`src/core/spd_pkg.sv`:
```
// Package of constants, layouts and lookups for the SPI DMA control engine
package spd_pkg;

    ////////////////////////////////////////////////////////////////////////
    // Register byte offsets on the Avalon-MM slave
    localparam logic [4:0] OFF_CTRL_ONE = 5'h00;
    localparam logic [4:0] OFF_CTRL_TWO = 5'h04;
    localparam logic [4:0] OFF_TX_PTR   = 5'h08;
    localparam logic [4:0] OFF_RX_PTR   = 5'h0c;
    localparam logic [4:0] OFF_COUNT    = 5'h10;
    localparam logic [4:0] OFF_STATUS   = 5'h14;
    localparam logic [4:0] OFF_CONFIG   = 5'h18;

    ////////////////////////////////////////////////////////////////////////
    // Widths and reset values
    localparam int PTR_W = 12;
    localparam int CNT_W = 10;
    localparam int GAP_W = 12;
    localparam logic [7:0] CTRL_ONE_RST = 8'h00;
    localparam logic [7:0] CTRL_TWO_RST = 8'h00;
    localparam logic [2:0] CONFIG_RST   = 3'h0;

    // Status and config bit positions
    localparam int ST_IRQ_BIT  = 0;
    localparam int ST_BUSY_BIT = 1;
    localparam int ST_CS_BIT   = 2;
    localparam int CF_MST_BIT  = 0;
    localparam int CF_DIV_LSB  = 1;

    ////////////////////////////////////////////////////////////////////////
    // Field encodings
    localparam logic [1:0] CS_OFF  = 2'h0;
    localparam logic [1:0] CS_TWO  = 2'h1;
    localparam logic [1:0] CS_ONE  = 2'h2;
    localparam logic [1:0] CS_FOUR = 2'h3;
    localparam logic [1:0] DIR_RX   = 2'h0;
    localparam logic [1:0] DIR_TX   = 2'h1;
    localparam logic [1:0] DIR_FULL = 2'h2;
    localparam logic [1:0] DIV_4  = 2'h0;
    localparam logic [1:0] DIV_16 = 2'h1;

    // Least idle cycles between master bytes per serial clock divide
    localparam logic [GAP_W-1:0] BASE_DIV4  = 12'h008;
    localparam logic [GAP_W-1:0] BASE_DIV16 = 12'h009;
    localparam logic [GAP_W-1:0] BASE_DIV64 = 12'h00f;

    ////////////////////////////////////////////////////////////////////////
    // Layouts
    typedef struct packed {
        logic [1:0] csGroupSel;
        logic       txPointerStepEn;
        logic       rxPointerStepEn;
        logic [1:0] directionSel;
        logic       gapIrqEnable;
        logic       transferRun;
    } spd_ctrl_one_type;

    typedef struct packed {
        logic [3:0] gapCycleSelect;
        logic [3:0] watermarkSelect;
    } spd_ctrl_two_type;

    typedef struct packed {
        logic             req;
        logic             write;
        logic [PTR_W-1:0] addr;
        logic [7:0]       wdata;
    } spd_mem_req_type;

    ////////////////////////////////////////////////////////////////////////
    // Gap cycles: powers of two, then steps of 128, then 1024 and 2048
    function automatic logic [GAP_W-1:0] gapCycles(input logic [3:0] sel);
        logic [GAP_W-1:0] v;
        v = 12'h000;
        if (sel < 4'h8)
            v = 12'h001 << sel;
        else if (sel < 4'he)
            v = {1'b0, 4'(sel - 4'h6), 7'h00};
        else if (sel == 4'he)
            v = 12'h400;
        else
            v = 12'h800;
        return v;
    endfunction

    // Watermark in remaining bytes; zero means completion only
    function automatic logic [CNT_W:0] markBytes(input logic [3:0] sel);
        logic [CNT_W:0] v;
        v = 11'h000;
        if (sel == 4'h0)
            v = 11'h000;
        else if (sel < 4'h7)
            v = 11'h001 << (sel - 4'h1);
        else if (sel == 4'h7)
            v = 11'h043;
        else
            v = {1'b0, 4'(sel - 4'h6), 6'h00};
        return v;
    endfunction

endpackage

```
`src/core/spd_ctrl.sv`:
```
// Control logic of the SPI DMA engine: registers, sequencer, pacing, flag
//
// Decided for this implementation: the address map and the Avalon-MM register port.
`timescale 1ns/100ps

module spd_ctrl (
    // Clock and reset
    input  wire logic                      clk,
    input  wire logic                      rst_n,
    // Avalon-MM slave
    input  wire logic [4:0]                address,
    input  wire logic                      read,
    input  wire logic                      write,
    input  wire logic [31:0]               writedata,
    input  wire logic [3:0]                byteenable,
    output logic      [31:0]               readdata,
    output logic                           waitrequest,
    // Serial shifter
    output logic                           masterMode,
    output logic      [1:0]                sclkDivSel,
    output logic                           byteLoad,
    output logic      [7:0]                txByte,
    input  wire logic                      shiftBusy,
    input  wire logic                      shiftDone,
    input  wire logic [7:0]                rxByte,
    // SRAM port
    output spd_pkg::spd_mem_req_type       memReq,
    input  wire logic                      memAck,
    input  wire logic [7:0]                memRdata,
    // Pins and flag
    output logic                           engineChipSelectOut_n,
    output logic                           portIrqFlag
);

    typedef enum logic [2:0] {
        ST_IDLE, ST_FETCH, ST_LOAD, ST_SHIFT, ST_STORE, ST_GAP
    } spd_state_type;

    spd_pkg::spd_ctrl_one_type       ctrlOne;
    spd_pkg::spd_ctrl_two_type       ctrlTwo;
    logic [2:0]                      modeCfg;
    logic [spd_pkg::PTR_W-1:0]       txSourcePointer;
    logic [spd_pkg::PTR_W-1:0]       rxDestPointer;
    logic [spd_pkg::CNT_W-1:0]       remainingByteCounter;
    spd_state_type                   state;
    logic [7:0]                      rxData;
    logic [spd_pkg::GAP_W-1:0]       gapCnt;
    logic [spd_pkg::GAP_W-1:0]       idleCnt;
    logic                            toFired;
    logic                            markPrev;
    logic [1:0]                      groupCnt;
    logic                            csActive;
    logic                            rdValid;
    logic [31:0]                     next_readdata;

    ////////////////////////////////////////////////////////////////////////
    // Decode and derived controls
    logic                            run;
    logic                            busy;
    logic                            isTx;
    logic                            isRx;
    logic                            wrLo;
    logic                            wrHi;
    logic                            byteFinish;
    logic                            lastByte;
    logic                            doneEvt;
    logic                            abortEvt;
    logic                            markHit;
    logic                            toEvt;
    logic [spd_pkg::GAP_W-1:0]       gapSel;
    logic [spd_pkg::GAP_W-1:0]       baseGap;
    logic [spd_pkg::GAP_W-1:0]       gapLoad;
    logic [spd_pkg::CNT_W:0]         remaining;
    logic [1:0]                      groupLast;

    assign run        = ctrlOne.transferRun;
    assign busy       = (state != ST_IDLE);
    assign masterMode = modeCfg[spd_pkg::CF_MST_BIT];
    assign sclkDivSel = modeCfg[spd_pkg::CF_DIV_LSB +: 2];
    assign wrLo       = write && byteenable[0];
    assign wrHi       = write && byteenable[1];
    // Code 11 is not defined; it behaves as receive only
    assign isTx = (ctrlOne.directionSel == spd_pkg::DIR_TX) ||
                  (ctrlOne.directionSel == spd_pkg::DIR_FULL);
    assign isRx = (ctrlOne.directionSel != spd_pkg::DIR_TX);

    assign lastByte = (remainingByteCounter == '0);
    assign byteFinish = (state == ST_SHIFT && shiftDone && run && !isRx) ||
                        (state == ST_STORE && memAck);
    assign doneEvt  = byteFinish && lastByte;
    // Abort only once no byte is on the wire
    assign abortEvt = !run && (state == ST_FETCH || state == ST_LOAD ||
                      state == ST_GAP ||
                      (state == ST_SHIFT && !shiftBusy));

    assign gapSel = spd_pkg::gapCycles(ctrlTwo.gapCycleSelect);
    always_comb begin
        case (sclkDivSel)
            spd_pkg::DIV_4:  baseGap = spd_pkg::BASE_DIV4;
            spd_pkg::DIV_16: baseGap = spd_pkg::BASE_DIV16;
            default:         baseGap = spd_pkg::BASE_DIV64;
        endcase
    end
    // Gap irq drops the added delay, leaving only base overhead
    assign gapLoad = ctrlOne.gapIrqEnable ? baseGap - 12'h001
                                          : baseGap + gapSel - 12'h001;

    ////////////////////////////////////////////////////////////////////////
    // Avalon-MM slave: writes take one cycle, reads one wait state
    assign waitrequest = read && !rdValid;

    always_comb begin
        next_readdata = 32'h0000_0000;
        case (address)
            spd_pkg::OFF_CTRL_ONE: next_readdata[7:0] = ctrlOne;
            spd_pkg::OFF_CTRL_TWO: next_readdata[7:0] = ctrlTwo;
            spd_pkg::OFF_TX_PTR:
                next_readdata[spd_pkg::PTR_W-1:0] = txSourcePointer;
            spd_pkg::OFF_RX_PTR:
                next_readdata[spd_pkg::PTR_W-1:0] = rxDestPointer;
            spd_pkg::OFF_COUNT:
                next_readdata[spd_pkg::CNT_W-1:0] = remainingByteCounter;
            spd_pkg::OFF_STATUS: begin
                next_readdata[spd_pkg::ST_IRQ_BIT]  = portIrqFlag;
                next_readdata[spd_pkg::ST_BUSY_BIT] = busy;
                next_readdata[spd_pkg::ST_CS_BIT]   = csActive;
            end
            spd_pkg::OFF_CONFIG: next_readdata[2:0] = modeCfg;
            default: next_readdata = 32'h0000_0000;
        endcase
    end

    always_ff @(posedge clk) begin
        if (!rst_n) begin
            rdValid  <= 1'b0;
            readdata <= 32'h0000_0000;
        end else begin
            rdValid <= read && !rdValid;
            if (read && !rdValid)
                readdata <= next_readdata;
        end
    end

    ////////////////////////////////////////////////////////////////////////
    // Control registers
    always_ff @(posedge clk) begin
        if (!rst_n) begin
            ctrlOne <= spd_pkg::CTRL_ONE_RST;
        end else begin
            if (wrLo && address == spd_pkg::OFF_CTRL_ONE) begin
                ctrlOne <= writedata[7:0];
                if (writedata[7:6] != spd_pkg::CS_OFF)
                    ctrlOne.gapIrqEnable <= 1'b0;
            end
            if (doneEvt)
                ctrlOne.transferRun <= 1'b0;
        end
    end

    always_ff @(posedge clk) begin
        if (!rst_n) begin
            ctrlTwo <= spd_pkg::CTRL_TWO_RST;
            modeCfg <= spd_pkg::CONFIG_RST;
        end else begin
            if (wrLo && address == spd_pkg::OFF_CTRL_TWO)
                ctrlTwo <= writedata[7:0];
            // Mode changes are locked out while the sequencer runs
            if (wrLo && address == spd_pkg::OFF_CONFIG && !busy && !run)
                modeCfg <= writedata[2:0];
        end
    end

    ////////////////////////////////////////////////////////////////////////
    // Pointers and byte counter; software loads them only while idle
    always_ff @(posedge clk) begin
        if (!rst_n) begin
            txSourcePointer <= '0;
        end else if (!busy && !run && address == spd_pkg::OFF_TX_PTR) begin
            if (wrLo)
                txSourcePointer[7:0] <= writedata[7:0];
            if (wrHi)
                txSourcePointer[11:8] <= writedata[11:8];
        end else if (state == ST_FETCH && memAck && run &&
                     ctrlOne.txPointerStepEn) begin
            txSourcePointer <= txSourcePointer + 12'h001;
        end
    end

    always_ff @(posedge clk) begin
        if (!rst_n) begin
            rxDestPointer <= '0;
        end else if (!busy && !run && address == spd_pkg::OFF_RX_PTR) begin
            if (wrLo)
                rxDestPointer[7:0] <= writedata[7:0];
            if (wrHi)
                rxDestPointer[11:8] <= writedata[11:8];
        end else if (state == ST_STORE && memAck &&
                     ctrlOne.rxPointerStepEn) begin
            rxDestPointer <= rxDestPointer + 12'h001;
        end
    end

    always_ff @(posedge clk) begin
        if (!rst_n) begin
            remainingByteCounter <= '0;
        end else if (!busy && !run && address == spd_pkg::OFF_COUNT) begin
            if (wrLo)
                remainingByteCounter[7:0] <= writedata[7:0];
            if (wrHi)
                remainingByteCounter[9:8] <= writedata[9:8];
        end else if (byteFinish && !lastByte) begin
            remainingByteCounter <= remainingByteCounter - 10'h001;
        end
    end

    ////////////////////////////////////////////////////////////////////////
    // Sequencer
    always_ff @(posedge clk) begin
        if (!rst_n) begin
            state <= ST_IDLE;
        end else begin
            case (state)
                ST_IDLE:
                    if (run)
                        state <= isTx ? ST_FETCH : ST_LOAD;
                ST_FETCH:
                    if (abortEvt)
                        state <= ST_IDLE;
                    else if (memAck)
                        state <= ST_LOAD;
                ST_LOAD:
                    if (abortEvt)
                        state <= ST_IDLE;
                    else
                        state <= ST_SHIFT;
                ST_SHIFT:
                    if (shiftDone) begin
                        if (!run)
                            state <= ST_IDLE;
                        else if (isRx)
                            state <= ST_STORE;
                        else if (lastByte)
                            state <= ST_IDLE;
                        else if (masterMode)
                            state <= ST_GAP;
                        else
                            state <= ST_FETCH;
                    end else if (abortEvt) begin
                        state <= ST_IDLE;
                    end
                ST_STORE:
                    if (memAck) begin
                        if (lastByte || !run)
                            state <= ST_IDLE;
                        else if (masterMode)
                            state <= ST_GAP;
                        else
                            state <= isTx ? ST_FETCH : ST_LOAD;
                    end
                ST_GAP:
                    if (abortEvt)
                        state <= ST_IDLE;
                    else if (gapCnt == '0)
                        state <= isTx ? ST_FETCH : ST_LOAD;
                default:
                    state <= ST_IDLE;
            endcase
        end
    end

    // One pulse per byte; shifter starts at once as master, waits as slave
    assign byteLoad = (state == ST_LOAD) && run;

    always_ff @(posedge clk) begin
        if (!rst_n) begin
            txByte <= 8'h00;
            rxData <= 8'h00;
        end else begin
            if (state == ST_FETCH && memAck)
                txByte <= memRdata;
            else if (state == ST_IDLE && run && !isTx)
                txByte <= 8'hff;
            if (state == ST_SHIFT && shiftDone)
                rxData <= rxByte;
        end
    end

    // Requests only exist in fetch and store states, so none after abort
    always_comb begin
        memReq.req   = (state == ST_FETCH && run) ||
                       (state == ST_STORE);
        memReq.write = (state == ST_STORE);
        memReq.addr  = (state == ST_STORE) ? rxDestPointer
                                           : txSourcePointer;
        memReq.wdata = rxData;
    end

    always_ff @(posedge clk) begin
        if (!rst_n)
            gapCnt <= '0;
        else if (byteFinish && !lastByte)
            gapCnt <= gapLoad;
        else if (state == ST_GAP && gapCnt != '0)
            gapCnt <= gapCnt - 12'h001;
    end

    ////////////////////////////////////////////////////////////////////////
    // Chip select groups in master mode
    always_comb begin
        case (ctrlOne.csGroupSel)
            spd_pkg::CS_FOUR: groupLast = 2'h3;
            spd_pkg::CS_TWO:  groupLast = 2'h1;
            default:          groupLast = 2'h0;
        endcase
    end

    always_ff @(posedge clk) begin
        if (!rst_n) begin
            csActive <= 1'b0;
            groupCnt <= 2'h0;
        end else if (state == ST_IDLE || !masterMode ||
                     ctrlOne.csGroupSel == spd_pkg::CS_OFF) begin
            csActive <= 1'b0;
            groupCnt <= 2'h0;
        end else if (byteFinish) begin
            if (groupCnt == groupLast || lastByte) begin
                csActive <= 1'b0;
                groupCnt <= 2'h0;
            end else begin
                groupCnt <= groupCnt + 2'h1;
            end
        end else if ((state == ST_FETCH || state == ST_LOAD) && run) begin
            csActive <= 1'b1;
        end
    end

    assign engineChipSelectOut_n = !csActive;

    ////////////////////////////////////////////////////////////////////////
    // Inactivity time-out, live while transferRun is set with gap irq enabled
    always_ff @(posedge clk) begin
        if (!rst_n) begin
            idleCnt <= '0;
            toFired <= 1'b0;
        end else if (!run || !ctrlOne.gapIrqEnable || shiftDone) begin
            idleCnt <= '0;
            toFired <= 1'b0;
        end else if (!toFired) begin
            if (idleCnt == gapSel)
                toFired <= 1'b1;
            else
                idleCnt <= idleCnt + 12'h001;
        end
    end

    assign toEvt = run && ctrlOne.gapIrqEnable && !shiftDone &&
                   !toFired && (idleCnt == gapSel);

    ////////////////////////////////////////////////////////////////////////
    // Watermark and port flag
    assign remaining = {1'b0, remainingByteCounter} + 11'h001;
    assign markHit = run && (spd_pkg::markBytes(ctrlTwo.watermarkSelect)
                     != '0) &&
                     (remaining <= spd_pkg::markBytes(ctrlTwo.watermarkSelect));

    always_ff @(posedge clk) begin
        if (!rst_n)
            markPrev <= 1'b0;
        else
            markPrev <= markHit;
    end

    // Set wins over a software clear in the same cycle
    always_ff @(posedge clk) begin
        if (!rst_n)
            portIrqFlag <= 1'b0;
        else if ((markHit && !markPrev) || toEvt || doneEvt)
            portIrqFlag <= 1'b1;
        else if (wrLo && address == spd_pkg::OFF_STATUS &&
                 writedata[spd_pkg::ST_IRQ_BIT])
            portIrqFlag <= 1'b0;
    end

endmodule

```
`config.mk`:
```
export PLATFORM = sky130hd
export DESIGN_NAME = spd_ctrl
export DESIGN_NICKNAME = d
export VERILOG_FILES = /design/src/core/spd_pkg.sv /design/src/core/spd_ctrl.sv
export SDC_FILE = /design/constraint.sdc
export NUM_CORES = 1
export LEC_CHECK = 0
export ABC_AREA = 1
export BUFFER_PORTS_ARGS = -buffer_cell sky130_fd_sc_hd__buf_2
export CORE_MARGIN = 1
export CORE_UTILIZATION = 45
export CTS_CLUSTER_DIAMETER = 80
export DETAILED_ROUTE_END_ITERATION = 16
export PLACE_DENSITY_LB_ADDON = 0.1
export SYNTH_ARGS = -nofsm -noshare
export SYNTH_HDL_FRONTEND = slang
export SYNTH_SLANG_ARGS = --single-unit
```
`constraint.sdc`:
```
create_clock -name clk -period 2.9 [get_ports clk]
set_input_delay 0.29 -clock clk [delete_from_list [all_inputs] [get_ports clk]]
set_output_delay 0.29 -clock clk [all_outputs]
set_load 0.01 [all_outputs]
```
==> metrics.cfg <==
[worst_hold_path]
hold_path.startpoint=rxByte[7]
min_path_type=input port to flip-flop

[placement]
placed_cells=1501
place.gp.congestion=0.9620
portBuffers=90
place_area_mm2=0.008382
dpl.hpwl_um=17910

[sta]
fin_tns_setup_ns=0
fmaxAchievable_ghz=0.3915
finalSetupViolations=0
rsz0062_at_grt=no
finClkSkew_ns=0.008198
fin_crit_ns=2.554
hold_viol=0
slew_headroom=0.3088
min_period_over_period=0.8807
worst_pin_slew_ns=1.028
slew_violations=0

[synthesis]
syn_inst=1216
syn_area_mm2=0.007797
synth_area_leader_cell=dfxtp_1
synth_most_common_cell=nand2_1
yosys_warnings=0
syn_avg_cell_area_um2=6.412
yosysSeqAreaShare=0.2953
synth_ff_type=dfxtp_1
ys_top_cells_by_count=nand2_1, inv_1, nor2_1, dfxtp_1, o21ai_0
ys_ff_latch=115
synth_edf_count=0
yosys-top-cells-area=dfxtp_1, nand2_1, inv_1, o21ai_0, nand3_1
async_flop_share=0
synth_cell_types=43
netlist.area_leader.share=0.2953

[power_and_ir_drop]
p_per_area_mw_per_mm2=530.4
power_w=0.004795
max-vdd-ir-drop_v=0.0004002
leakagePower_nw=4.170

[global_routing]
grt_pass1_wl_um=38130
grt_pass1_vias=7273
grt_usage=0.2727
antenna_found_initial=0
grt_max_degree=78
grt_overflow=0

[finish]
fillers=1761
final_area_mm2=0.009041
nets=1394
stdcell_count=1533
n_antenna_cell=0
final_util=0.5395
drive_gt1_frac=0.1386
syn2layout_area_growth_pct=15.95

[routing]
wire_per_inst_um=15.53
num_vias=8231
first_iter_violations=694
drc=0
vias_per_cell=5.369
ant_nets=0
drt_wl_total_um=23810
dr.pass1.iters=7

[cts]
root_buffer=clkbuf_16
clockBufferDepth=2
clk_latency_ns=0.42
cts_setup_buffers=0
numCtsBuffers=17
hold_buffers=0
clock-sinks=115
cts_tree=done
post_cts_resized=0
h-tree-depth=4
clk_pin_slew_ns=0.06

[setup_path]
critPathMaxStageDelay_ns=0.46
path_max_fanout=8
rr_startpoint=ctrlTwo[1]
crit_top_cell=nand2_1
cpMaxStageDelayCell=dfxtp_1
arrival_ns=2.92
critPathLaunch=ctrlTwo[1]
critical_path_required_ns=3.27
criticalPathCategory=flip-flop to flip-flop
crit_buf_inv=3
critPathLaunchType=flip-flop
worst_setup_path_end_kind=flip-flop
path_cells=inv_1, ha_1, nand2_1, inv_1, nor2_1, nand2_1, inv_1, nand3_1, ha_1, nand2_1, nor4_1, nand3b_1, nand2_1, nand4_1, nand2_1
critical-path-top-delay-family=simple AND/OR/NAND/NOR gates

[floorplanning]
rows=47
floorplan.die_area_mm2=0.01786
die_h_um=133.6
start_util=0.4652
top_level_ports=133
core-area_mm2=0.01676
die_x_um=133.6

[outcome]
status=finished, final reports clean

[job]
drv_cap=0

metal layers:
layer | wire length [µm] | global-route usage | vias up | part of all wire
met1 | 11420 | 0.3877 | 3725 | 0.48
li1 | - | - | 4169 | -
met4 | 563 | 0.09533 | 0 | 0.024
met5 | 0 | 0 | - | 0
met2 | 10260 | 0.4144 | 297 | 0.43
met3 | 1566 | 0.04452 | 40 | 0.066
cell usage in the layout (no fill, tap or decap), types with 3 or more instances in the layout:
| master | instances |
|---|---|
| nand2_1 | 259 |
| inv_1 | 141 |
| nor2_1 | 117 |
| dfxtp_1 | 115 |
| o21ai_0 | 104 |
| nand3_1 | 102 |
| a21oi_1 | 100 |
| buf_2 | 90 |
| xor2_1 | 30 |
| ha_1 | 29 |
| nor3_1 | 27 |
| conb_1 | 20 |
| buf_4 | 18 |
| clkbuf_16 | 17 |
| a31oi_1 | 15 |
| o22ai_1 | 15 |
| nor2_2 | 10 |
| nand4_1 | 10 |
| inv_2 | 8 |
| nand2_2 | 8 |
| o211ai_1 | 8 |
| o221a_2 | 8 |
| o21ai_1 | 6 |
| nor2_4 | 5 |
| o31ai_1 | 5 |
| a211oi_1 | 5 |
| bufinv_16 | 5 |
| nor4_1 | 4 |
| clkinv_1 | 4 |
| o21a_1 | 3 |
| o221ai_1 | 3 |
| clkinv_2 | 3 |
| clkinv_4 | 3 |
flip-flops by register name, summed over array words and instances, names as in the netlist, 2 cells and up:
signal / flops
gapCnt: 12
idleCnt: 12
readdata: 12
rxDestPointer: 12
txSourcePointer: 12
remainingByteCounter: 10
ctrlTwo: 8
rxData: 8
txByte: 8
ctrlOne: 7
modeCfg: 3
state: 3
groupCnt: 2
worst register-to-register path, stage by stage, from the launching register on:
cell	delay (ns)
dfxtp_1	0.46
inv_1	0.21
ha_1	0.24
nand2_1	0.09
inv_1	0.08
nor2_1	0.16
nand2_1	0.09
inv_1	0.09
nand3_1	0.08
ha_1	0.30
nand2_1	0.08
nor4_1	0.27
nand3b_1	0.10
nand2_1	0.10
nand4_1	0.10
nand2_1	0.07
final cells by class:
type | instances | area (µm²) | share of cell area
Multi-Input combinational cell | 905 | 4644 | 0.5137
Sequential cell | 115 | 2302 | 0.2546
Timing Repair Buffer | 108 | 585.6 | 0.06477
Inverter | 153 | 574.3 | 0.06352
Clock buffer | 19 | 452.9 | 0.05010
Tap cell | 220 | 275.3 | 0.03045
Clock inverter | 13 | 206.4 | 0.02283
worst paths after layout:
path	depth (start not counted)	slack, ns	to
worst min register to register	2	0.46	readdata[8]
worst max-delay path	15	0.35	portIrqFlag
worst min-delay path	3	0.1	rxData[7]
worst max register to register	15	0.35	portIrqFlag
where the power goes:
| part | switching (W) | internal [W] | total (W) |
|---|---|---|---|
| clock | 0.000795 | 0.00157 | 0.00236 |
| sequential | 0.0000463 | 0.00162 | 0.00167 |
| combinational | 0.000519 | 0.000243 | 0.000762 |
logic make-up (layout without fill, tap and decap cells):
kind of cell,Yosys count,in the layout,share of synthesized area
AO/OA/AOI/OAI,275,275,0.1974
buffers and inverters,215,293,0.1183
other,1,20,0.0004809
flip-flops,115,115,0.2953
AND/OR/NAND/NOR,549,549,0.3047
XOR/XNOR,31,31,0.03482
adder cells (fa/ha/maj),30,30,0.04910
stage by stage:
stage                     hold WS [ns]  worst slack [ns]
after floorplan                 0.4249            0.7141
after global placement          0.4539            0.3989
after detailed placement        0.4579            0.3495
after CTS                      0.08420            0.3374
after global routing            0.1004           0.04496
final                          0.09501            0.3459
Note: power is estimated with default switching activity, not from simulation.
